**config.mk**
```make
export PLATFORM = sky130hd
export DESIGN_NAME = adc_conversion_host_port
export DESIGN_NICKNAME = d
export VERILOG_FILES = /design/src/core/adc_port_pkg.sv /design/src/core/adc_conversion_host_port.sv /design/src/core/result_fifo.sv /design/src/core/sample_pipe.sv
export VERILOG_INCLUDE_DIRS = /design/src /design/src/core
export SDC_FILE = /design/constraint.sdc
export NUM_CORES = 1
export LEC_CHECK = 0
export ABC_AREA = 1
export BUFFER_PORTS_ARGS = -buffer_cell sky130_fd_sc_hd__buf_2
export CAP_MARGIN = 20
export CORE_MARGIN = 3
export CORE_UTILIZATION = 44
export CTS_CLUSTER_DIAMETER = 80
export DETAILED_ROUTE_END_ITERATION = 16
export PLACE_DENSITY = 0.57
export SLEW_MARGIN = 25
export SYNTH_ARGS = -nofsm -noshare
export SYNTH_HDL_FRONTEND = slang
export SYNTH_SLANG_ARGS = --single-unit
```
**constraint.sdc**
```tcl
create_clock -name i_mclk -period 5 [get_ports i_mclk]
set_input_delay 0.5 -clock i_mclk [delete_from_list [all_inputs] [get_ports i_mclk]]
set_output_delay 0.5 -clock i_mclk [all_outputs]
set_load 0.1 [all_outputs]
```
**src/core/adc_port_cfg.svh**
```systemverilog
/*
 * Constants of the converter host port: widths, bit positions, reset
 * values, channel codes and pipeline figures.
 * Assumes it is included by its bare name by every file that needs it.
 */
`ifndef ADC_PORT_CFG_SVH
`define ADC_PORT_CFG_SVH

// widths and depths
`define CODE_W 12
`define REG_W 10
`define PIPE_LATENCY 5
`define FIFO_DEPTH 32

// register addressing on the two upper data lines
`define RA_LSB 10
`define RA_MSB 11
`define ADDR_MODE_REG 2'h0
`define ADDR_AUX_REG 2'h1

// reset values of the two control registers
`define MODE_REG_RESET 10'h020
`define AUX_REG_RESET 10'h000

// mode_config_register fields
`define MODE_REF_BIT 0
`define MODE_SLEEP_BIT 2
`define MODE_CHAN_LSB 3
`define MODE_CHAN_MSB 7
`define MODE_CHECK_LSB 8
`define MODE_CHECK_MSB 9

// aux_config_register fields
`define AUX_RESET_BIT 0
`define AUX_RW_BIT 6
`define AUX_FORMAT_BIT 7
`define AUX_OFFSET_BIT 8
`define AUX_ECHO_BIT 9

// channel configuration codes, bits 7 to 3
`define CHAN_POS 5'h00
`define CHAN_NEG 5'h01
`define CHAN_DIFF 5'h04
`define CHAN_SCAN 5'h11

// code arithmetic
`define MID_CODE 12'h800
`define SIGN_BIT 11

// positions of the conversion clock and bus control pins in the synchroniser vector
`define PIN_W 5
`define PIN_CONV 0
`define PIN_CS_B 1
`define PIN_CS_HI 2
`define PIN_RD_B 3
`define PIN_WR_B 4

`endif

```
**src/core/adc_port_pkg.sv**
```systemverilog
/*
 * Types and shared helpers of the converter host port.
 * Assumes adc_port_cfg.svh is available on the include path.
 */
`include "adc_port_cfg.svh"

package adc_port_pkg;

    typedef enum logic [2:0] {
        CH_POS,
        CH_NEG,
        CH_DIFF,
        CH_SCAN,
        CH_RSVD
    } chan_mode_t;

    // channel field decode; every unlisted code is reserved
    function automatic chan_mode_t decode_chan(input logic [4:0] f);
        chan_mode_t m;
        case (f)
            `CHAN_POS: m = CH_POS;
            `CHAN_NEG: m = CH_NEG;
            `CHAN_DIFF: m = CH_DIFF;
            `CHAN_SCAN: m = CH_SCAN;
            default: m = CH_RSVD;
        endcase
        return m;
    endfunction : decode_chan

    // binary to twos complement is a flip of the top bit
    function automatic logic [`CODE_W-1:0] format_code(
        input logic [`CODE_W-1:0] c,
        input logic twos
    );
        logic [`CODE_W-1:0] r;
        r = c;
        r[`SIGN_BIT] = c[`SIGN_BIT] ^ twos;
        return r;
    endfunction : format_code

endpackage : adc_port_pkg

```
**src/core/adc_conversion_host_port.sv**
```systemverilog
/*
 * Digital side of a two-input pipelined 12-bit sampling converter:
 * conversion timing, channel sequencing, code format, result buffer,
 * parallel bus read and control register write.
 * Assumes every pin arrives asynchronously to i_mclk, that the analog
 * core presents each input as a 12-bit offset binary code, and that
 * the conversion clock is at most a fraction of i_mclk.
 */
// Notes on behaviour
// RULE_01: each conversion clock fall starts a conversion
// RULE_02: result readable five conversion clocks later
// RULE_03: host supplies free running 50 percent clock
// RULE_04: per-channel rate is aggregate over channel count
// RULE_05: one result per fall, one read collects it
// RULE_06: marker low while bus holds channel one
// RULE_07: single input keeps marker inactive
// RULE_08: read strobe combines both selects and read
// RULE_09: format bit picks binary or twos complement
// RULE_10: single-ended binary: FFF top, 800 mid, 000
// RULE_11: single-ended twos: 7FF top, 000 mid, 800
// RULE_12: differential binary: FFF, 800, 000
// RULE_13: differential twos: 7FF, 000, 800
// RULE_14: two ten-bit control registers set mode
// RULE_15: host writes value low, address top lines
// RULE_16: address 00 mode, 01 aux, others reserved
// RULE_17: mode register field layout, bit nine down
// RULE_18: aux register field layout, echo to reset
// RULE_19: external reference only when selected
// RULE_20: reference select and sleep bit meaning
// RULE_21: bus stays usable during sleep
// RULE_22: channel codes 00000 00001 00100 10001 only
// RULE_23: mode register resets with bit five set
// RULE_24: two-channel results alternate, first then second
// RULE_25: host reads once per clock, not across fall
// RULE_26: host writes both registers before use
`include "adc_port_cfg.svh"

module adc_conversion_host_port (
    // clock and reset
    input wire logic i_mclk,
    input wire logic i_rst_b,
    // conversion clock pin
    input wire logic i_sample_clock_in,
    // bus control pins
    input wire logic i_chip_select_low_active_b,
    input wire logic i_chip_select_high_active,
    input wire logic i_rd_b,
    input wire logic i_wr_b,
    // two-way data bus
    input wire logic [`CODE_W-1:0] i_data,
    output logic [`CODE_W-1:0] o_data,
    output logic o_data_oe,
    // analog core codes
    input wire logic [`CODE_W-1:0] i_analog_input_positive,
    input wire logic [`CODE_W-1:0] i_analog_input_negative,
    // status and analog control
    output logic o_sync_b,
    output logic o_ref_external,
    output logic o_sleep_control,
    output logic [1:0] o_check_select,
    output logic o_offset_cal,
    output logic o_overrun
);
    typedef struct packed {
        logic [`PIN_W-1:0] pin_s1;
        logic [`PIN_W-1:0] pin_s2;
        logic [`CODE_W-1:0] bus_s1;
        logic [`CODE_W-1:0] bus_s2;
        logic [`CODE_W-1:0] pos_s1;
        logic [`CODE_W-1:0] pos_s2;
        logic [`CODE_W-1:0] neg_s1;
        logic [`CODE_W-1:0] neg_s2;
        logic conv_prev;
        logic rd_prev;
        logic wr_prev;
        logic [`CODE_W-1:0] wr_word;
        logic [`REG_W-1:0] mode_cfg;
        logic [`REG_W-1:0] aux_cfg;
        logic scan_second;
        logic echo_second;
        logic [`CODE_W-1:0] data_out;
        logic data_oe;
        logic sync_b;
        logic overrun;
        logic flush;
    } port_state_t;

    port_state_t st;
    port_state_t next_st;

    // buffer and pipeline wiring
    logic pipe_valid;
    logic pipe_first;
    logic [`CODE_W-1:0] pipe_code;
    logic fifo_in_ready;
    logic fifo_out_valid;
    logic [`CODE_W:0] fifo_out_data;
    logic advance;
    logic start;
    logic first_ch;
    logic pop;
    logic [`CODE_W-1:0] new_code;

    adc_port_pkg::chan_mode_t chan_mode;

    // outputs are fields of the state register
    assign o_data = st.data_out;
    assign o_data_oe = st.data_oe;
    assign o_sync_b = st.sync_b;
    assign o_ref_external = st.mode_cfg[`MODE_REF_BIT]; // RULE_19
    assign o_sleep_control = st.mode_cfg[`MODE_SLEEP_BIT]; // RULE_20
    assign o_check_select = st.mode_cfg[`MODE_CHECK_MSB:`MODE_CHECK_LSB];
    assign o_offset_cal = st.aux_cfg[`AUX_OFFSET_BIT];
    assign o_overrun = st.overrun;

    // channel setting from bits 7..3, reserved codes convert nothing
    assign chan_mode = adc_port_pkg::decode_chan(
        st.mode_cfg[`MODE_CHAN_MSB:`MODE_CHAN_LSB]); // RULE_22

    sample_pipe u_pipe (
        .i_mclk(i_mclk),
        .i_rst_b(i_rst_b),
        .i_flush(st.flush),
        .i_advance(advance),
        .i_valid(start),
        .i_first_ch(first_ch),
        .i_code(new_code),
        .o_valid(pipe_valid),
        .o_first_ch(pipe_first),
        .o_code(pipe_code)
    );

    // full buffer holds the pipe; a conversion that cannot enter is lost
    result_fifo #(
        .WIDTH(`CODE_W + 1),
        .DEPTH(`FIFO_DEPTH)
    ) u_fifo (
        .i_mclk(i_mclk),
        .i_rst_b(i_rst_b),
        .i_flush(st.flush),
        .i_in_valid(pipe_valid && advance),
        .o_in_ready(fifo_in_ready),
        .i_in_data({pipe_first, pipe_code}),
        .o_out_valid(fifo_out_valid),
        .i_out_ready(pop),
        .o_out_data(fifo_out_data)
    );

    // main next-state logic
    always_comb begin
        logic conv_fall;
        logic rd_act;
        logic wr_act;
        logic wr_end;
        logic rd_start;
        logic sleep;
        logic [`CODE_W:0] diff;
        logic [`CODE_W-1:0] raw;
        logic [1:0] ra;
        conv_fall = 1'b0;
        rd_act = 1'b0;
        wr_act = 1'b0;
        wr_end = 1'b0;
        rd_start = 1'b0;
        sleep = st.mode_cfg[`MODE_SLEEP_BIT];
        diff = '0;
        raw = '0;
        ra = '0;
        next_st = st;
        next_st.flush = 1'b0;

        // two-stage synchronisers for every pin
        next_st.pin_s1 = {i_wr_b, i_rd_b, i_chip_select_high_active,
                          i_chip_select_low_active_b, i_sample_clock_in};
        next_st.pin_s2 = st.pin_s1;
        next_st.bus_s1 = i_data;
        next_st.bus_s2 = st.bus_s1;
        next_st.pos_s1 = i_analog_input_positive;
        next_st.pos_s2 = st.pos_s1;
        next_st.neg_s1 = i_analog_input_negative;
        next_st.neg_s2 = st.neg_s1;

        // edge detection on synchronised levels only
        next_st.conv_prev = st.pin_s2[`PIN_CONV];
        conv_fall = st.conv_prev && !st.pin_s2[`PIN_CONV]; // RULE_01 RULE_03
        rd_act = !st.pin_s2[`PIN_CS_B] && st.pin_s2[`PIN_CS_HI]
                 && !st.pin_s2[`PIN_RD_B]; // RULE_08
        wr_act = !st.pin_s2[`PIN_CS_B] && st.pin_s2[`PIN_CS_HI]
                 && !st.pin_s2[`PIN_WR_B]; // RULE_08
        next_st.rd_prev = rd_act;
        next_st.wr_prev = wr_act;
        rd_start = rd_act && !st.rd_prev;
        wr_end = st.wr_prev && !wr_act;

        // sleep halts conversions only, the bus keeps working
        start = conv_fall && !sleep
                && (chan_mode != adc_port_pkg::CH_RSVD); // RULE_21
        advance = conv_fall && (!pipe_valid || fifo_in_ready); // RULE_02

        // autoscan alternates inputs, positive one first
        first_ch = 1'b1;
        if (chan_mode == adc_port_pkg::CH_SCAN) begin
            first_ch = !st.scan_second; // RULE_24
            if (start && advance) begin
                next_st.scan_second = !st.scan_second; // RULE_04
            end
        end else begin
            next_st.scan_second = 1'b0;
        end

        // difference halved about mid code keeps full span in 12 bits
        diff = {1'b0, st.pos_s2} - {1'b0, st.neg_s2};
        unique case (chan_mode)
            adc_port_pkg::CH_NEG: raw = st.neg_s2; // RULE_10
            adc_port_pkg::CH_DIFF: raw = diff[`CODE_W:1]
                                         + `MID_CODE; // RULE_12
            adc_port_pkg::CH_SCAN: raw = st.scan_second ? st.neg_s2
                                                        : st.pos_s2;
            default: raw = st.pos_s2; // RULE_10
        endcase
        new_code = adc_port_pkg::format_code(raw,
            st.aux_cfg[`AUX_FORMAT_BIT]); // RULE_09 RULE_11 RULE_13

        // a started conversion the pipe could not take is counted lost
        if (start && !advance) begin
            next_st.overrun = 1'b1;
        end

        // write: hold the word while strobed, commit at strobe end
        if (wr_act) begin
            next_st.wr_word = st.bus_s2; // RULE_15
        end
        ra = st.wr_word[`RA_MSB:`RA_LSB];
        if (wr_end) begin
            if (ra == `ADDR_MODE_REG) begin // RULE_16
                next_st.mode_cfg = st.wr_word[`REG_W-1:0]; // RULE_14 RULE_17
            end else if (ra == `ADDR_AUX_REG) begin // RULE_16
                next_st.aux_cfg = st.wr_word[`REG_W-1:0]; // RULE_18
                if (st.wr_word[`AUX_RESET_BIT]) begin
                    // soft reset restores defaults and drops results
                    next_st.mode_cfg = `MODE_REG_RESET; // RULE_23
                    next_st.aux_cfg = `AUX_REG_RESET;
                    next_st.flush = 1'b1;
                    next_st.overrun = 1'b0;
                    next_st.scan_second = 1'b0;
                end
            end
        end

        // read: echo mode returns the registers, else pops a result
        pop = 1'b0;
        next_st.data_oe = rd_act;
        if (rd_start) begin
            if (st.aux_cfg[`AUX_ECHO_BIT]) begin
                next_st.echo_second = !st.echo_second;
                next_st.data_out = st.echo_second
                    ? {`ADDR_AUX_REG, st.aux_cfg}
                    : {`ADDR_MODE_REG, st.mode_cfg};
            end else if (fifo_out_valid) begin
                pop = 1'b1; // RULE_05 RULE_25
                next_st.data_out = fifo_out_data[`CODE_W-1:0];
                next_st.sync_b = !fifo_out_data[`CODE_W]; // RULE_06
            end
        end
        if (!st.aux_cfg[`AUX_ECHO_BIT]) begin
            next_st.echo_second = 1'b0;
        end
        if (chan_mode != adc_port_pkg::CH_SCAN) begin
            next_st.sync_b = 1'b1; // RULE_07
        end
    end

    // state register; reset gives documented register defaults
    always_ff @(posedge i_mclk) begin
        if (!i_rst_b) begin
            st <= '0;
            st.mode_cfg <= `MODE_REG_RESET; // RULE_23 RULE_26
            st.aux_cfg <= `AUX_REG_RESET;
            st.sync_b <= 1'b1;
            st.conv_prev <= 1'b1;
        end else begin
            st <= next_st;
        end
    end

endmodule : adc_conversion_host_port

```
**src/core/result_fifo.sv**
```systemverilog
/*
 * Result FIFO with valid/ready on both sides and a flush.
 * Assumes one clock, synchronous active-low reset.
 */
`include "adc_port_cfg.svh"

module result_fifo #(
    parameter int WIDTH = `CODE_W + 1,
    parameter int DEPTH = `FIFO_DEPTH
) (
    // clock and reset
    input wire logic i_mclk,
    input wire logic i_rst_b,
    input wire logic i_flush,
    // fill side
    input wire logic i_in_valid,
    output logic o_in_ready,
    input wire logic [WIDTH-1:0] i_in_data,
    // drain side
    output logic o_out_valid,
    input wire logic i_out_ready,
    output logic [WIDTH-1:0] o_out_data
);
    localparam int AW = $clog2(DEPTH);

    typedef struct packed {
        logic [AW:0] wr_ptr;
        logic [AW:0] rd_ptr;
    } fifo_state_t;

    fifo_state_t st;
    fifo_state_t next_st;
    logic [WIDTH-1:0] mem [DEPTH];
    logic push;
    logic pop;

    // extra pointer bit tells full from empty
    assign o_out_valid = st.wr_ptr != st.rd_ptr;
    assign o_in_ready = !((st.wr_ptr[AW] != st.rd_ptr[AW])
                          && (st.wr_ptr[AW-1:0] == st.rd_ptr[AW-1:0]));
    assign push = i_in_valid && o_in_ready;
    assign pop = o_out_valid && i_out_ready;
    assign o_out_data = mem[st.rd_ptr[AW-1:0]];

    // pointer update; flush empties without touching the array
    always_comb begin
        next_st = st;
        if (push) begin
            next_st.wr_ptr = st.wr_ptr + 1'b1;
        end
        if (pop) begin
            next_st.rd_ptr = st.rd_ptr + 1'b1;
        end
        if (i_flush) begin
            next_st.rd_ptr = next_st.wr_ptr;
        end
    end

    always_ff @(posedge i_mclk) begin
        if (!i_rst_b) begin
            st <= '0;
        end else begin
            st <= next_st;
        end
    end

    // storage needs no reset, entries are read only once written
    always_ff @(posedge i_mclk) begin
        if (push) begin
            mem[st.wr_ptr[AW-1:0]] <= i_in_data;
        end
    end

endmodule : result_fifo

```
**src/core/sample_pipe.sv**
```systemverilog
/*
 * Conversion pipeline: results step one stage per conversion edge.
 * Assumes i_advance is a one-cycle pulse per conversion clock fall.
 */
`include "adc_port_cfg.svh"

module sample_pipe (
    // clock and reset
    input wire logic i_mclk,
    input wire logic i_rst_b,
    input wire logic i_flush,
    // stage control and new sample
    input wire logic i_advance,
    input wire logic i_valid,
    input wire logic i_first_ch,
    input wire logic [`CODE_W-1:0] i_code,
    // last stage, leaves on the next advance
    output logic o_valid,
    output logic o_first_ch,
    output logic [`CODE_W-1:0] o_code
);
    typedef struct packed {
        logic [`PIPE_LATENCY-1:0] valid;
        logic [`PIPE_LATENCY-1:0] first_ch;
        logic [`PIPE_LATENCY-1:0][`CODE_W-1:0] code;
    } pipe_state_t;

    pipe_state_t st;
    pipe_state_t next_st;

    assign o_valid = st.valid[`PIPE_LATENCY-1];
    assign o_first_ch = st.first_ch[`PIPE_LATENCY-1];
    assign o_code = st.code[`PIPE_LATENCY-1];

    // shift on each advance; the sample leaves on the fifth
    always_comb begin
        next_st = st;
        if (i_advance) begin
            next_st.valid = {st.valid[`PIPE_LATENCY-2:0], i_valid};
            next_st.first_ch = {st.first_ch[`PIPE_LATENCY-2:0], i_first_ch};
            next_st.code = {st.code[`PIPE_LATENCY-2:0], i_code};
        end
        if (i_flush) begin
            next_st.valid = '0;
        end
    end

    always_ff @(posedge i_mclk) begin
        if (!i_rst_b) begin
            st <= '0;
        end else begin
            st <= next_st;
        end
    end

endmodule : sample_pipe
```
; Word level (Yosys, flattened, before mapping)
; Memories as Yosys holds them, arrays and structs flattened. A register that Yosys moved wholly into a read port is not among the register bits.
; Cells that the tools add are included.
[word_totals]
ff_bits = 216
mem_bits_rw = 416
input_bits = 43
out_inout_bits = 20
word_cells = 125
mem_count = 1
[op_classes]
addsub = 4
n_eq_ne = 12
n_mux = 29
bitwise = 6
n_reduce_logical = 44
[mem_list]
columns = memory, depth, width, rd, rd_ports_with_merged_regs, write_ports, line
row1 = u_fifo.mem, 32, 13, 1, 1, 1, result_fifo.sv:33  ; logic [WIDTH-1:0] mem [DEPTH];
[ops]
columns = cell, count
row1 = $mux 21, 2
row2 = $mux 12, 3
row3 = $pmux 12 s3, 1
row4 = $mux 6, 3
row5 = $logic_and 1x1->1, 15
row6 = $logic_not 1->1, 13
row7 = $sub 12x12->13, 1
row8 = $add 12x12->12 const B, 1
row9 = $add 6x1->6 const B, 2
row10 = $pmux 3 s4, 1
row11 = $mux 1, 11
row12 = $mux 11, 1
row13 = $mux 10, 1
row14 = $mux 5, 2
row15 = $reduce_and 3->1, 3
row16 = $mux 2, 4
row17 = $reduce_bool 2->1, 4
row18 = $eq 3x2->1 const B, 2
row19 = $ne 6x6->1, 1
row20 = $reduce_and 2->1, 3
row21 = $eq 5x1->1 const B, 1
row22 = $eq 5x3->1 const B, 1
row23 = $eq 5x5->1, 1
row24 = $eq 5x5->1 const B, 1
row25 = 12 further kinds, 17

; Logic depth before layout (Yosys ltp)
; Gate-level depths: netlist (run 1).
[depth]
word_depth = 12
depth_mapped = 14
depth_no_buf = 14

; By module
; Synthesis (run 1) repeated with hierarchy kept, for this count alone.
[unflattened]
hier_cells = 2408
area_unflattened_um2 = 25788.5
[by_module_without_submodules]
columns = mod, instances, cells_per_inst, area_each_um2, seq_area_each_um2
row1 = result_fifo, 1, 1325, 17539.3, 12832.3
row2 = adc_conversion_host_port, 1, 766, 5629.1, 2662.6
row3 = sample_pipe, 1, 317, 2620.0, 1401.3

; Worst setup path after synthesis (run 1)
; Ideal clock, no wire load.
[synth_timing]
path_type = register to register
startpoint = register u_fifo.st[8] (netlist bit)
endpoint = memory u_fifo.mem[31][0] (netlist bit), enable pin
setup_time_ns = 0.400
t_arrival_ns = 2.129
required_ns = 4.600
path_slack_ns = 2.472
path_stages_with_launch = 11
path_buffers = 1
synth_period_minus_slack_ns = 2.528
path_cell_list = dfxtp_1 buf_4 inv_2 nand2_1 nand4_1 nor2_2 nand2_1 nand2_2 inv_1 nand2_1 nor3_1
[synth_via]
elab_chain_cells = 9
[synth_lines]
columns = item, line
row1 = "start, declared", result_fifo.sv:31  ; fifo_state_t st;
row2 = "start signal, assigned", result_fifo.sv:63  ; st <= next_st;
row3 = $eq 5x5->1, result_fifo.sv:40  ; && (st.wr_ptr[AW-1:0] == st.rd_ptr[AW-1:0]));
row4 = $logic_and 1x1->1, result_fifo.sv:40
row5 = $logic_not 1->1, result_fifo.sv:39  ; assign o_in_ready = !((st.wr_ptr[AW] != st.rd_ptr[AW])
row6 = $logic_or 1x1->1, adc_conversion_host_port.sv:198  ; advance = conv_fall && (!pipe_valid || fifo_in_ready);
row7 = $logic_and 1x1->1, adc_conversion_host_port.sv:198
row8 = $logic_and 1x1->1, adc_conversion_host_port.sv:141  ; .i_in_valid(pipe_valid && advance),
row9 = $logic_and 1x1->1, result_fifo.sv:41  ; assign push = i_in_valid && o_in_ready;
row10 = $mux 1, result_fifo.sv:69  ; if (push) begin
row11 = $mux 1 (implied by the code), result_fifo.sv:70  ; mem[st.wr_ptr[AW-1:0]] <= i_in_data;
row12 = "end, declared", result_fifo.sv:33
; Several ways; a longest one is shown, not always the timed one.

; Final worst setup path (run 1)
[layout_timing]
startpoint = register u_fifo.st[8] (netlist bit)
endpoint = register u_pipe.st[23] (netlist bit)
[layout_via]
elab_chain_cells = 5
[layout_lines]
columns = item, line
row1 = $eq 5x5->1, result_fifo.sv:40
row2 = $logic_and 1x1->1, result_fifo.sv:40
row3 = $logic_not 1->1, result_fifo.sv:39
row4 = $logic_or 1x1->1, adc_conversion_host_port.sv:198
row5 = $logic_and 1x1->1, adc_conversion_host_port.sv:198
row6 = "end signal, assigned", sample_pipe.sv:52  ; st <= next_st;
row7 = "end, declared", sample_pipe.sv:28  ; pipe_state_t st;
; Every way passes these cells.
; A chain may end at the register's enable or synchronous reset.

==> results of run 1 <==
## cells by family (layout without fill, tap and decap cells)
logic type / count (synthesis) / count (layout) / share of synthesized area (%)
adder cells (fa/ha/maj): 17 / 17 / 0.859
AND/OR/NAND/NOR: 1331 / 1331 / 21.4
AO/OA/AOI/OAI: 250 / 250 / 5.16
buffers and inverters: 374 / 419 / 6.21
flip-flops: 636 / 636 / 65.9
XOR/XNOR: 13 / 13 / 0.444
## registers in the layout (all words and copies together) (netlist names), 2 cells and up, named ones only
signal and cells:
u_fifo.mem 416, o_data 12, u_pipe.st 56, u_fifo.st 12, next_st 42, u_pipe.o_code 12
o_check_select 2, st 71
## cell usage in the layout (no fill, tap or decap), types with 2 or more instances in the layout
| cell type | instances |
|---|---|
| sky130_fd_sc_hd__dfxtp_4 | 2 |
| sky130_fd_sc_hd__inv_2 | 4 |
| sky130_fd_sc_hd__nand3b_1 | 2 |
| sky130_fd_sc_hd__clkinv_2 | 13 |
| sky130_fd_sc_hd__clkinv_4 | 2 |
| sky130_fd_sc_hd__ha_1 | 16 |
| sky130_fd_sc_hd__xnor2_1 | 4 |
| sky130_fd_sc_hd__buf_4 | 14 |
| sky130_fd_sc_hd__dfxtp_2 | 14 |
| sky130_fd_sc_hd__inv_6 | 4 |
| sky130_fd_sc_hd__o21bai_1 | 4 |
| sky130_fd_sc_hd__o21ai_2 | 2 |
| sky130_fd_sc_hd__o21ai_0 | 132 |
| sky130_fd_sc_hd__clkinv_1 | 6 |
| sky130_fd_sc_hd__nand2_1 | 725 |
| sky130_fd_sc_hd__a21oi_1 | 89 |
| sky130_fd_sc_hd__dfxtp_1 | 204 |
| sky130_fd_sc_hd__nand3_1 | 342 |
| sky130_fd_sc_hd__nor3_1 | 7 |
| sky130_fd_sc_hd__xor2_1 | 9 |
| sky130_fd_sc_hd__nor2_2 | 32 |
| sky130_fd_sc_hd__nand4_1 | 7 |
| sky130_fd_sc_hd__clkbuf_16 | 74 |
| sky130_fd_sc_hd__o211ai_1 | 16 |
| sky130_fd_sc_hd__edfxtp_1 | 416 |
| sky130_fd_sc_hd__inv_1 | 214 |
| sky130_fd_sc_hd__clkbuf_1 | 13 |
| sky130_fd_sc_hd__nor2_1 | 210 |
| sky130_fd_sc_hd__clkinvlp_4 | 2 |
| sky130_fd_sc_hd__o22ai_1 | 2 |
| sky130_fd_sc_hd__bufinv_16 | 7 |
| sky130_fd_sc_hd__a211oi_1 | 4 |
| sky130_fd_sc_hd__buf_2 | 61 |
| sky130_fd_sc_hd__clkbuf_8 | 3 |
## synthesized netlist by cell type
library cell and n:
sky130_fd_sc_hd__o22ai_1 2, sky130_fd_sc_hd__inv_1 215, sky130_fd_sc_hd__buf_2 63, sky130_fd_sc_hd__nand3_1 342, sky130_fd_sc_hd__o211ai_1 16, sky130_fd_sc_hd__and2_1 1
sky130_fd_sc_hd__nand2_1 725, sky130_fd_sc_hd__xor2_1 9, sky130_fd_sc_hd__buf_4 17, sky130_fd_sc_hd__o21ai_0 132, sky130_fd_sc_hd__o21ai_1 1, sky130_fd_sc_hd__o21ai_2 2
sky130_fd_sc_hd__nor3_1 8, sky130_fd_sc_hd__or2_2 1, sky130_fd_sc_hd__nand4_1 7, sky130_fd_sc_hd__inv_2 6, sky130_fd_sc_hd__ha_1 16, sky130_fd_sc_hd__clkbuf_1 50
sky130_fd_sc_hd__nand2_2 1, sky130_fd_sc_hd__buf_1 15, sky130_fd_sc_hd__fa_1 1, sky130_fd_sc_hd__o21bai_1 4, sky130_fd_sc_hd__edfxtp_1 416, sky130_fd_sc_hd__a21oi_1 89
sky130_fd_sc_hd__nand3_2 1, sky130_fd_sc_hd__a211oi_1 4, sky130_fd_sc_hd__nor2_1 241, sky130_fd_sc_hd__nand3b_1 2, sky130_fd_sc_hd__clkinv_1 2, sky130_fd_sc_hd__dfxtp_1 220
sky130_fd_sc_hd__xnor2_1 4, sky130_fd_sc_hd__buf_6 6, sky130_fd_sc_hd__nand2_4 1, sky130_fd_sc_hd__nor2_2 1
## worst max-delay path by stage
stage | cells after the start | startpoint | slack (ps) | end
after detailed placement | 8 | u_fifo.st[8] | 1730 | u_fifo.mem[0][9]
after global placement | 10 | flop | 1520 | o_data[10]
final | 9 | u_fifo.st[8] | 1690 | u_pipe.st[23]
after CTS | 8 | u_fifo.st[8] | 1710 | u_fifo.mem[0][9]
after global routing | 9 | u_fifo.st[10] | 1270 | u_pipe.st[0]
after floorplan | 10 | u_fifo.st[8] | 2470 | u_fifo.mem[31][0]
## layer usage
metal  part of all wire (%)  up-vias  global-route usage (%)  wire (µm)
met5                      0        -                       0          0
met2                     44      636                    33.0      30100
met3                    7.2      149                    3.94       4880
met1                     44     8711                    32.1      30000
li1                       -     8660                       -          -
met4                    4.0        0                    8.81       2740
## worst reg2reg max path: cells and delay by family, from the launching register on
kind | cells | cell delay (ps)
AND/OR/NAND/NOR | 5 | 1050
flip-flops | 1 | 550
AO/OA/AOI/OAI | 2 | 520
buffers and inverters | 2 | 1030
## area by class of cell
cell class | count | area (µm²)
fillers | 5264 | 28400
flip-flops and latches | 636 | 16900
multi-input cells | 1611 | 7230
clock buffers | 90 | 1940
well taps | 756 | 946
inverters | 223 | 848
repair buffers | 75 | 410
clock inverters | 31 | 362
## metrics by stage
step | util, % | setup WS (ps) | hold WS [ps]
4_1_cts | 50.2 | 1710 | 39.7
3_3_place_gp | 46.0 | 1520 | 395
5_1_grt | 50.2 | 1270 | 66.3
6_report | 50.2 | 1690 | 74.0
3_5_place_dp | 46.2 | 1730 | 395
2_1_floorplan | - | 2470 | 390
## power groups by stage
| stage | Combinational (mW) | Sequential [mW] | Clock [mW] |
|---|---|---|---|
| floorplan | 0.388 | 5.92 | 0 |
| global placement | 0.504 | 6.02 | 0 |
| detailed placement | 0.507 | 6.03 | 0 |
| CTS | 0.509 | 5.91 | 5.27 |
| global route | 0.579 | 5.92 | 5.47 |
| finish | 0.510 | 5.91 | 5.18 |
==> results, run 1 <==
- The maximum buffer depth of the clock tree is 3.
- The run finished with clean final reports.
- The total number of yosys warnings is 0.
- The worst pin sits at a relative slew slack of 29.0%.
- The overall routed net length is 67.7 mm.
- The final setup skew is 31.4 ps.
- The final net count is 2675.
- The critical path is of the flop to flop type.
- The worst setup path is captured at a flop.
- Dividing the detail-routed wire length by the instance count gives 19.8 µm.
- From synthesis to final layout, the design area changed by 11.8%.
- The cell type contributing the most total cell area after synthesis is sky130_fd_sc_hd__edfxtp_1.
- Detailed routing inserted a total of about 18000 vias.
- The combined global-route utilization of all metal layers is 22.1%.
- The synthesized design devotes to its leading area cell type between 40% and 50% of total area.
- The number of clock buffers inserted by TritonCTS is 68.
- Entering global routing, the biggest net connects 123 pins.
- The maximum clock frequency is 302 MHz.
- The worst setup path is launched from a flop.
- The startpoint of the worst hold path is i_analog_input_negative[8].
- The clock drives 636 sinks.
- In this run, distinct cell masters in the synthesized netlist total 34.
- The number of cells on the worst reg-to-reg path is 9.
- The detail-routed via count per cell is between 5 and 6.
- The synthesized instance count is 2621.
- The number of antenna violations at the first check in global routing came to 0.
- In the finished design, the share of the clock period the worst path needs comes to 66.2%.
- When the netlist entered floorplanning its net count stood at approximately 2700.
- The residual antenna-violating net count after detailed routing is 0.
- In this design, the largest share of critical-path delay is due to simple AND/OR/NAND/NOR gates.
- In this run the count of I/O pins placed on the die edge is 63.
- The antenna diode count is 0.
- The total overflow left after global routing is 0.
- Setup repair after global routing left no endpoint under its margin.
- The worst hold path cell count is 3.
- The share of the yosys chip area belonging to registers is 65.9%.
- The worst-case IR drop observed on VDD is roughly 0.26 mV.
- Sequential cells account for 51.0% of the total power.
- The number of pins with negative max-slew slack in the final report is 0.
- The proportion of layout cells with a drive suffix above 1 is 9.04%.
- After synthesis, the mean cell area works out to slightly below 10 µm².
- The final number of hold-violating endpoints is 0.
- The tool flagged a number of max-cap violations equal to 0.
- The count of routing violations after the opening detailed-route iteration is approximately 1700.
- The combinational cell fraction of total power is 4.4%.
- The total area inside the core boundary comes to 57000 µm².
- Once the floorplan was initialized, standard cells occupied around 45% of the core.
- The later pin in the worst-skew pair is clocked with a latency of around 600 ps.
- The first TritonRoute pass finished after 5 iterations.
- The worst path arrival time is 3760 ps.
- The final-layout setup total negative slack is 0 ps.
- For this design the total switching power over the nets is 2.60 mW.
- The post-layout instance count excluding filler cells is between 3000 and 4000.
- The area of placed instances is 26300 µm².
- The buffer count from post-CTS setup fixing is 0.
- The startpoint of the lowest-slack register-to-register path is u_fifo.st[8].
- For this run, design rule violations remaining after detail routing come to 0.
- The overall power consumption is 11.6 mW.
- Data on the critical path is required at its endpoint by 5460 ps.
- The critical path buffer and inverter count is 2.
- The number of buffers added to fix hold violations after cts is 0.
- Net switching is 22.4% of the power.
- The destination of the worst hold path is next_st[61].
- The final HPWL from detailed placement is 41.3 mm.
- The root buffer cell chosen for the clock tree is sky130_fd_sc_hd__clkbuf_16.
- CTS built an H-tree with a depth of 3.
- The part of the power in the clock network is between 40% and 50%.
- The count of buffers added on input and output ports is 62.
- The die outline height is approximately 250 µm.
- Routability-driven placement finished with a final weighted congestion of 0.958.
- The clock slew at the register clock pins of the worst setup and hold paths is 60 ps.
- The worst path needs between 3000 and 4000 ps of the cycle, external delays included.
- Of all nets on the critical path, the largest fanout is between 70 and 80.
- The count of final setup violators is 0.
- The via count of the first global-routing pass is ~17000.
- Cell internal power was estimated by the tool at 9.00 mW.
- Counting flops and latches in the post-synthesis netlist gives 636.
- Summed over all cells, the static leakage comes to 11.6 nW.
- The power per standard cell area is roughly 400 nW/µm².
- The minimum setup slack among reg-to-reg paths is 1690 ps.
- The global-route wire length before repair is 102 mm.
- The site row count is 87.
- The classification of the worst-slack hold path is primary input to flop.
- After synthesis, the cell types taking the most area are sky130_fd_sc_hd__edfxtp_1 (49%), sky130_fd_sc_hd__dfxtp_1 (17%), sky130_fd_sc_hd__nand2_1 (11%), sky130_fd_sc_hd__nand3_1 (6.7%), sky130_fd_sc_hd__nor2_1 (3.5%).
- TritonCTS built the clock tree.
- The cell area after layout is ~29000 µm².
- Gates resized during post-CTS repair numbered 0.
- The cell with the biggest individual delay on the critical path is sky130_fd_sc_hd__clkinv_2.
- The endpoint identified for the worst register-to-register timing path is u_pipe.st[23].
- The critical path goes through inv_2 -> nand2_1 -> nand4_1 -> nor2_2 -> nand3_2 -> nand2_4 -> clkinv_2 -> o21ai_0 -> a21oi_1.
- For the pin with the worst max-slew slack, the measured transition is 1060 ps.
- The largest single stage delay on the critical path is 860 ps.
- Summing every instance area after synthesis gives approximately 26000 µm².
- The floorplan die area is approximately 61000 µm².
- Measured along the x axis, the die boundary spans 247 µm.
- The number of placed cells counting well taps is around 3300.
(Power assumes the default switching activity.)
==> run 2: changes to the inputs <==
Settings changed: PLACE_DENSITY 0.57 to 0.59.
Clock period 5 ns to 2.8 ns, I/O delays scaled along.
==> run 2 against run 1 <==
  * Setup slack got worse by 1300 ps
  * Count of clock-buffer cells in the layout rose by 5
  * Via count rose by 0.67%
  * Total power rose by 77%
  * Critical endpoint is now u_fifo.mem[7][9]
  * Largest power group unchanged
==> results, run 2 (synthesis results as in run 1) <==
- For this design the static power due to leakage is 11.9 nW.
- The number of antenna violations at the first check in global routing came to 0.
- The tree is rooted in a sky130_fd_sc_hd__clkbuf_16.
- The critical path in this run is classified as flop to flop.
- The top cell types in the final layout, fill and taps aside, are sky130_fd_sc_hd__nand2_1 (725), sky130_fd_sc_hd__edfxtp_1 (416), sky130_fd_sc_hd__nand3_1 (342), sky130_fd_sc_hd__nor2_1 (227), sky130_fd_sc_hd__inv_1 (214).
- The worst reg2reg path depth is 10.
- The residual antenna-violating net count after detailed routing is 0.
- The signal on the critical path passes through inv_2 -> nand2_1 -> nand4_1 -> nor2_2 -> nand2_1 -> nand2_2 -> inv_1 -> nand2_1 -> buf_12 -> nor2_1.
- After detailed routing, the number of vias per cell comes to 5.22.
- The number of flip-flops under the largest register name is 416.
- The category of the worst setup path launch point is a flop.
- The detailed router placed 18300 vias in this run.
- In this run, the combinational gates consume 4.9% of the power.
- The final critical-path required period is 2390 ps.
- The proportion of layout cells with a drive suffix above 1 is 9.40%.
- In the post-route analysis, the smallest setup slack over all paths is between 400 and 500 ps.
- The cell with the biggest individual delay on the critical path is sky130_fd_sc_hd__nor2_1.
- Counting instances, the worst hold path has a depth of 2.
- Routed signal wires occupy layers up through met4.
- Registers are responsible for 51.3% of the overall power.
- The TritonCTS sink count is 636.
- The floorplan core area is ~57000 µm².
- Once detailed placement completed, the half-perimeter wirelength came to 39.7 mm.
- The net switching fraction of the power is 22.1%.
- The first global-routing pass estimated 101 mm of wire.
- The floorplan die area is 61200 µm².
- Compared with the post-synthesis result, the final layout area differs by 14.6%.
- The site row count is 87.
- For this design the top-level I/O count stands at 63.
- The met1 wire length is 29.1 mm.
- Setup repair after global routing left no endpoint under its margin.
- With fillers left out, the area of the finished cells amounts to just under 30000 µm².
- The switching power is 4.53 mW.
- The cell internal power dissipation is between 15 and 20 mW.
- The TritonCTS clock tree is built.
- Measured against its own limit, the worst slew margin works out to between 20% and 30%.
- The overall power consumption is 20.5 mW.
- The die width is 247 µm.
- After the first detailed-routing iteration, the DRC count stood at ~1700.
- The count of unresolved DRC violations after routing is 0.
- The tightest min-delay check is of the primary input to flop type.
- After detailed routing, the total wire length is ~66 mm.
- The combined global-route utilization of all metal layers is 21.7%.
- The number of placed cells counting well taps is about 3300.
- The largest single stage delay on the critical path is 700 ps.
- Measured along the y axis, the die boundary spans 247 µm.
- The final number of hold-violating endpoints was 0.
- The worst setup slack after placement is 222 ps.
- The maximum buffer depth of the clock tree is 3.
- The via count of the first global-routing pass is 17600.
- The net count of the finished layout is around 2800.
- The H-tree generated during clock tree synthesis spans 3 levels.
- The number of pins with negative max-slew slack in the final report came to 0.
- The peak ir drop on the vdd network is 0.425 mV.
- Summed over all layers, the global routing overflow is 0.
- The source-to-sink clock delay at the later pin of the worst-skew pair is 590 ps.
- The most frequent standard cell in the layout excluding fill and tap cells is sky130_fd_sc_hd__nand2_1.
- At the worst endpoint, the required time is 3010 ps.
- The congestion estimate from routability-driven global placement came to between 0.9 and 1.
- The critical path capture point type is a flop.
- The cell with the most instances on the worst path is sky130_fd_sc_hd__nand2_1.
- The final cycle utilization of the critical path is 85.4%.
- The total met3 wirelength after detailed routing is 3.92 mm.
- The tool flagged a number of max-cap violations equal to 0.
- The final-layout setup total negative slack is 0 ps.
- For this design the ratio of total power to cell area is approximately 700 nW/µm².
- The largest net degree at the start of global routing is 134.
- The run finished with clean final reports.
- The clock slew at the register clock pins of the worst setup and hold paths is around 60 ps.
- The area of placed instances is 26700 µm².
- The worst hold slack is 46.3 ps.
- The total length of routed met2 wires is ~30 mm.
- The count of final setup violators is 0.
- The first-pass iteration count of the detailed router is 6.
- Input and output buffers added on the ports amount to between 60 and 70.
- The part of the power in the clock network is 43.7%.
- The post-layout instance count excluding filler cells is 3502.
- The worst path arrival time is 2600 ps.
- The core utilization of the finished layout is approximately half.
- After clock tree synthesis, the setup repair step added 0 buffers.
- In this run, CTS created clock tree buffers numbering 68.
- The initial core utilization is 44.9%.
- Timing would allow up to 418 MHz.
- Along the worst path, the maximum fanout reaches 13.
- The transition time at the pin with the least slew margin is 1070 ps.
- After detailed routing, the average wire length per cell comes to 18.8 µm.
- Gates resized during post-CTS repair numbered 0.
- The final setup skew is around 29 ps.
run 2: layout make-up:
cell class / count / area, µm²
fillers: 5145 / 27700
clock buffers: 95 / 1920
multi-input cells: 1611 / 7180
repair buffers: 156 / 1250
inverters: 223 / 843
diodes: 1 / 2.50
clock inverters: 24 / 307
well taps: 756 / 946
flip-flops and latches: 636 / 16900
run 2: worst paths after layout:
check,from,to,slack (ps)
setup / recovery,u_fifo.st[10],u_fifo.mem[7][9],410
hold / removal,i_rst_b,st[33],50
setup reg to reg,u_fifo.st[10],u_fifo.mem[7][9],410
hold reg to reg,next_st[110],st[110],400
run 2: what timing repair did:
item	CTS	global route
hold buffers	41	0
setup endpoints to repair	0	0
endpoints found under the hold margin	41	0
run 2: worst max-delay path, delay by kind of cell (launching register included):
family	cells	cell delay, ps
buf+inv	3	430
flops	1	380
simple gates	7	1180
run 2: power by group through the flow:
stage	sequential (mW)	clock, mW	combinational [mW]
after detailed placement	10.7	0	0.961
after floorplan	10.6	0	0.692
final	10.5	8.98	1.01
after CTS	10.5	9.13	1.01
after global placement	10.7	0	0.948
after global routing	10.6	9.53	1.14
run 2: routing by layer:
layer / vias to the layer above / track usage (%)
li1: 8819 / -
met1: 8828 / 29.9
met2: 506 / 34.9
met3: 125 / 3.82
met4: 0 / 7.50
met5: - / 0
==> run 3: changes to the inputs <==
Settings changed: ABC_AREA 1 to default, CAP_MARGIN 20 to default.
==> run 3 against run 2 <==
  * Via count is 23% lower
  * Count of clock-buffer cells in the layout decreased by 3
  * Combinational power shrank 44%
  * Register-to-register slack worse by 180 ps
  * Critical path depth is 3 lower
  * Cell count is 26% lower
  * Largest power group unchanged
  * Sequential power down 5%
  * Flip-flop and latch count is the same
  * Core utilization rose by 0.76 points
  * Highest routed layer is now met5
  * Critical endpoint is now o_data[4]
  * Largest cell class unchanged
  * Critical path type unchanged
  * Non-clock buffer count up 38
==> results, run 3 <==
- The combinational cell fraction of total power is 3.0%.
- Based on the critical path, the design can be clocked at up to 390 MHz.
- The total of fill cells in the finished design is roughly 4500.
- By area the synthesized netlist is led by sky130_fd_sc_hd__edfxtp_1 (51%), sky130_fd_sc_hd__dfxtp_1 (18%), sky130_fd_sc_hd__mux4_2 (7.0%), sky130_fd_sc_hd__nand2_1 (2.9%), sky130_fd_sc_hd__a21oi_1 (2.5%).
- The total number of yosys warnings is 0.
- The critical path is of the flop to flop type.
- STA puts the critical path data arrival time at ~3200 ps.
- The largest fanout on the critical path is 11.
- The count of unresolved DRC violations after routing is 0.
- Summed over all layers, the global routing overflow is 0.
- Registers take 16900 µm².
- The post-layout instance count excluding filler cells is 2597.
- The critical path capture point type is a flop.
- The relative slew slack is a little over two fifths.
- Across the VDD grid, the largest voltage drop is 0.524 mV.
- The TritonCTS sink count is 636.
- Leaving out fill and tap cells, the most frequent cell in the layout is sky130_fd_sc_hd__edfxtp_1.
- The final setup skew is ~38 ps.
- After layout, the minimum clock period comes to around 2600 ps.
- The cell area after synthesis is ~24000 µm².
- The TritonCTS clock tree is built.
- Once the floorplan was initialized, standard cells occupied between 40% and 50% of the core.
- The number of different library cells used by synthesis comes to 66.
- The share of the Yosys chip area taken by registers is 69.3%.
- Synthesis produced a netlist with a net count of 1717.
- The die outline height is around 240 µm.
- The average footprint of a synthesized cell is 14.7 µm².
- The clock slew at the register clock pins of the worst setup and hold paths is about 60 ps.
- The reported max-cap violation count is 0.
- The number of antenna violations at the first check in global routing is 2.
- In the synthesized netlist the async set-or-reset flop fraction comes to 0%.
- The synthesized instance count is 1657.
- In the synthesized netlist, the cells that appear most often are sky130_fd_sc_hd__edfxtp_1 (416), sky130_fd_sc_hd__dfxtp_1 (220), sky130_fd_sc_hd__nand2_1 (188).
- The I/O pin total is between 60 and 70.
- The worst hold path cell count is 3.
- The total of flip-flops plus latches after synthesis is 636.
- The overall power consumption is 19.2 mW.
- The combined global-route utilization of all metal layers is 19.9%.
- In this run the post-CTS setup repair buffer count came out at 0.
- The cell internal power dissipation is 15.3 mW.
- The final number of hold-violating endpoints is 0.
- On the worst path, the slowest cell contributes a delay of roughly 670 ps.
- The number of placed instances, taps included, is 2440.
- The required time of the critical path is 3390 ps.
- The post-cts resize count is 0.
- The final-layout setup total negative slack is 0 ps.
- The synthesized design contains 416 enable-type register cells.
- In the routed layout, each cell is associated on average with a via count of 5.44.
- The worst setup path is launched from a flop.
- The final layout contains routed wiring with a total length of 56.8 mm.
- The count of routing violations after the opening detailed-route iteration is around 1300.
- Counting the buffers created by CTS gives 61.
- The share of total power dissipated in the clock network is 44.6%.
- Among all stages on the critical path, the largest delay is contributed by sky130_fd_sc_hd__a21oi_1.
- The number of buffers and inverters on the critical path is 1.
- The signal on the critical path passes through xnor2_1 -> and3_1 -> buf_4 -> nand3b_1 -> nand3_1 -> a21oi_1 -> a32o_1.
- Input and output buffers added on the ports amount to 62.
- The run finished with clean final reports.
- The number of antenna diodes in the final layout is 0.
- The synthesized design devotes to its leading area cell type 51.2% of total area.
- The sequential share of power is 52.4%.
- The global-route wire length before repair is approximately 86 mm.
- At the pin with the least slew margin, the transition time is 851 ps.
- The detailed router placed 14100 vias in this run.
- The clock reaches the later pin of the worst-skew pair after 650 ps.
- The via count of the first global-routing pass came to 13800.
- The final net count is 1865.
- In this run the power spent charging and discharging nets is 3.85 mW.
- The top cell family by delay on the critical path is compound AO/OA/AOI/OAI gates.
- The floorplan die area is 58300 µm².
- The flip-flop cell with the highest count after synthesis is sky130_fd_sc_hd__edfxtp_1.
- Counting along the longest clock path gives a buffer depth of 3.
- The die width is 241 µm.
- The detail route stage leaves a number of antenna-violating nets equal to 0.
- The final critical path takes up 91.7% of the cycle.
- Counting cells, the worst reg-to-reg path comes to 7.
- For this design the ratio of total power to cell area is 675 nW/µm².
- Buffers inserted to repair hold after CTS numbered 41.
- The top cell types in the final layout, fill and taps aside, are sky130_fd_sc_hd__edfxtp_1 (416), sky130_fd_sc_hd__dfxtp_1 (217), sky130_fd_sc_hd__nand2_1 (188), sky130_fd_sc_hd__a21oi_1 (124), sky130_fd_sc_hd__and2_1 (85).
- The final HPWL from detailed placement is 36.3 mm.
- The biggest area contributor in the post-synthesis netlist is sky130_fd_sc_hd__edfxtp_1.
- The first-pass iteration count of the detailed router is 7.
- Setup violations remaining at the end of the flow were counted as 0.
- The largest net degree at the start of global routing is 74.
- The wire length per cell is 21.9 µm.
- The critical path depth is 7.
- The net switching fraction of the power is 20.1%.
- The total area inside the core boundary comes to 54300 µm².
- The proportion of layout cells with a drive suffix above 1 is 18.9%.
- The classification of the worst-slack hold path is primary input to flop.
- The register with the most flip-flops in the layout has 416 of them.
- The cell sitting at the root of the clock tree is a sky130_fd_sc_hd__clkbuf_16.
- Setup repair after global routing left no endpoint under its margin.
- The total number of H-tree levels is 2.
- The number of pins with negative max-slew slack in the final report is 0.
- Among all cell types in the netlist, the one instantiated most often is sky130_fd_sc_hd__edfxtp_1.
- The weighted congestion at the end of routability-driven global placement is 0.837.
- Relative to the synthesized area, the layout overhead comes to 16.4%.
- In this run the static leakage power is between 9 and 10 nW.
- Row generation in the floorplan step produced 85 rows.
- The area taken by multi-input logic gates is 6850 µm².
run 3: cell type report:
cell class	instances	share of cell area (%)
Inverter	20	0.264
Timing Repair Buffer	194	5.30
Sequential cell	636	59.5
Tap cell	739	3.26
Multi-Input combinational cell	892	24.1
Clock inverter	24	1.07
Clock buffer	92	6.44
run 3: per-stage QoR:
| stage | instance area, µm² | setup WS [ps] | hold WS [ps] | utilization (%) |
|---|---|---|---|---|
| 3_5_place_dp | 25900 | 311 | 419 | 47.6 |
| 3_3_place_gp | 25900 | 333 | 416 | 47.6 |
| 5_1_grt | 28400 | 103 | 227 | 52.2 |
| 6_report | 28400 | 233 | 208 | 52.2 |
| 2_1_floorplan | 24400 | 346 | 407 | - |
| 4_1_cts | 28400 | 288 | 179 | 52.2 |
run 3: layer usage:
| layer | vias up | share of wire (%) | global-route usage, % |
|---|---|---|---|
| met3 | 88 | 7.8 | 4.23 |
| met4 | 4 | 2.7 | 6.48 |
| li1 | 6497 | - | - |
| met1 | 7067 | 43 | 28.0 |
| met2 | 469 | 46 | 31.1 |
| met5 | - | 0.044 | 0 |
run 3: worst paths after layout:
check | endpoint | slack (ps) | from
max | o_data[4] | 230 | u_fifo.st[10]
min | st[33] | 210 | i_rst_b
max reg2reg | o_data[4] | 230 | u_fifo.st[10]
min reg2reg | st[129] | 430 | next_st[129]
run 3: power groups by stage:
stage	sequential [mW]	combinational [mW]	clock, mW
5_1_grt	10.1	0.638	9.12
3_5_place_dp	10.2	0.528	0
6_report	10.0	0.570	8.56
3_3_place_gp	10.2	0.522	0
4_1_cts	10.0	0.573	8.74
2_1_floorplan	10.2	0.386	0
run 3: worst reg2reg max path: stages, from the launching register on:
cell	delay [ps]
sky130_fd_sc_hd__dfxtp_1	480
sky130_fd_sc_hd__xnor2_1	150
sky130_fd_sc_hd__and3_1	220
sky130_fd_sc_hd__buf_4	170
sky130_fd_sc_hd__nand3b_1	100
sky130_fd_sc_hd__nand3_1	470
sky130_fd_sc_hd__a21oi_1	670
sky130_fd_sc_hd__a32o_1	260
run 3: cells by family (layout without fill, tap and decap cells):
group / after synthesis / count (layout) / share of synthesized area (%)
AND/OR/NAND/NOR: 426 / 426 / 8.34
XOR/XNOR: 24 / 24 / 0.862
multiplexers: 153 / 153 / 11.0
adder cells (fa/ha/maj): 17 / 17 / 0.903
AO/OA/AOI/OAI: 272 / 272 / 7.04
buffers and inverters: 129 / 330 / 2.64
flip-flops: 636 / 636 / 69.3
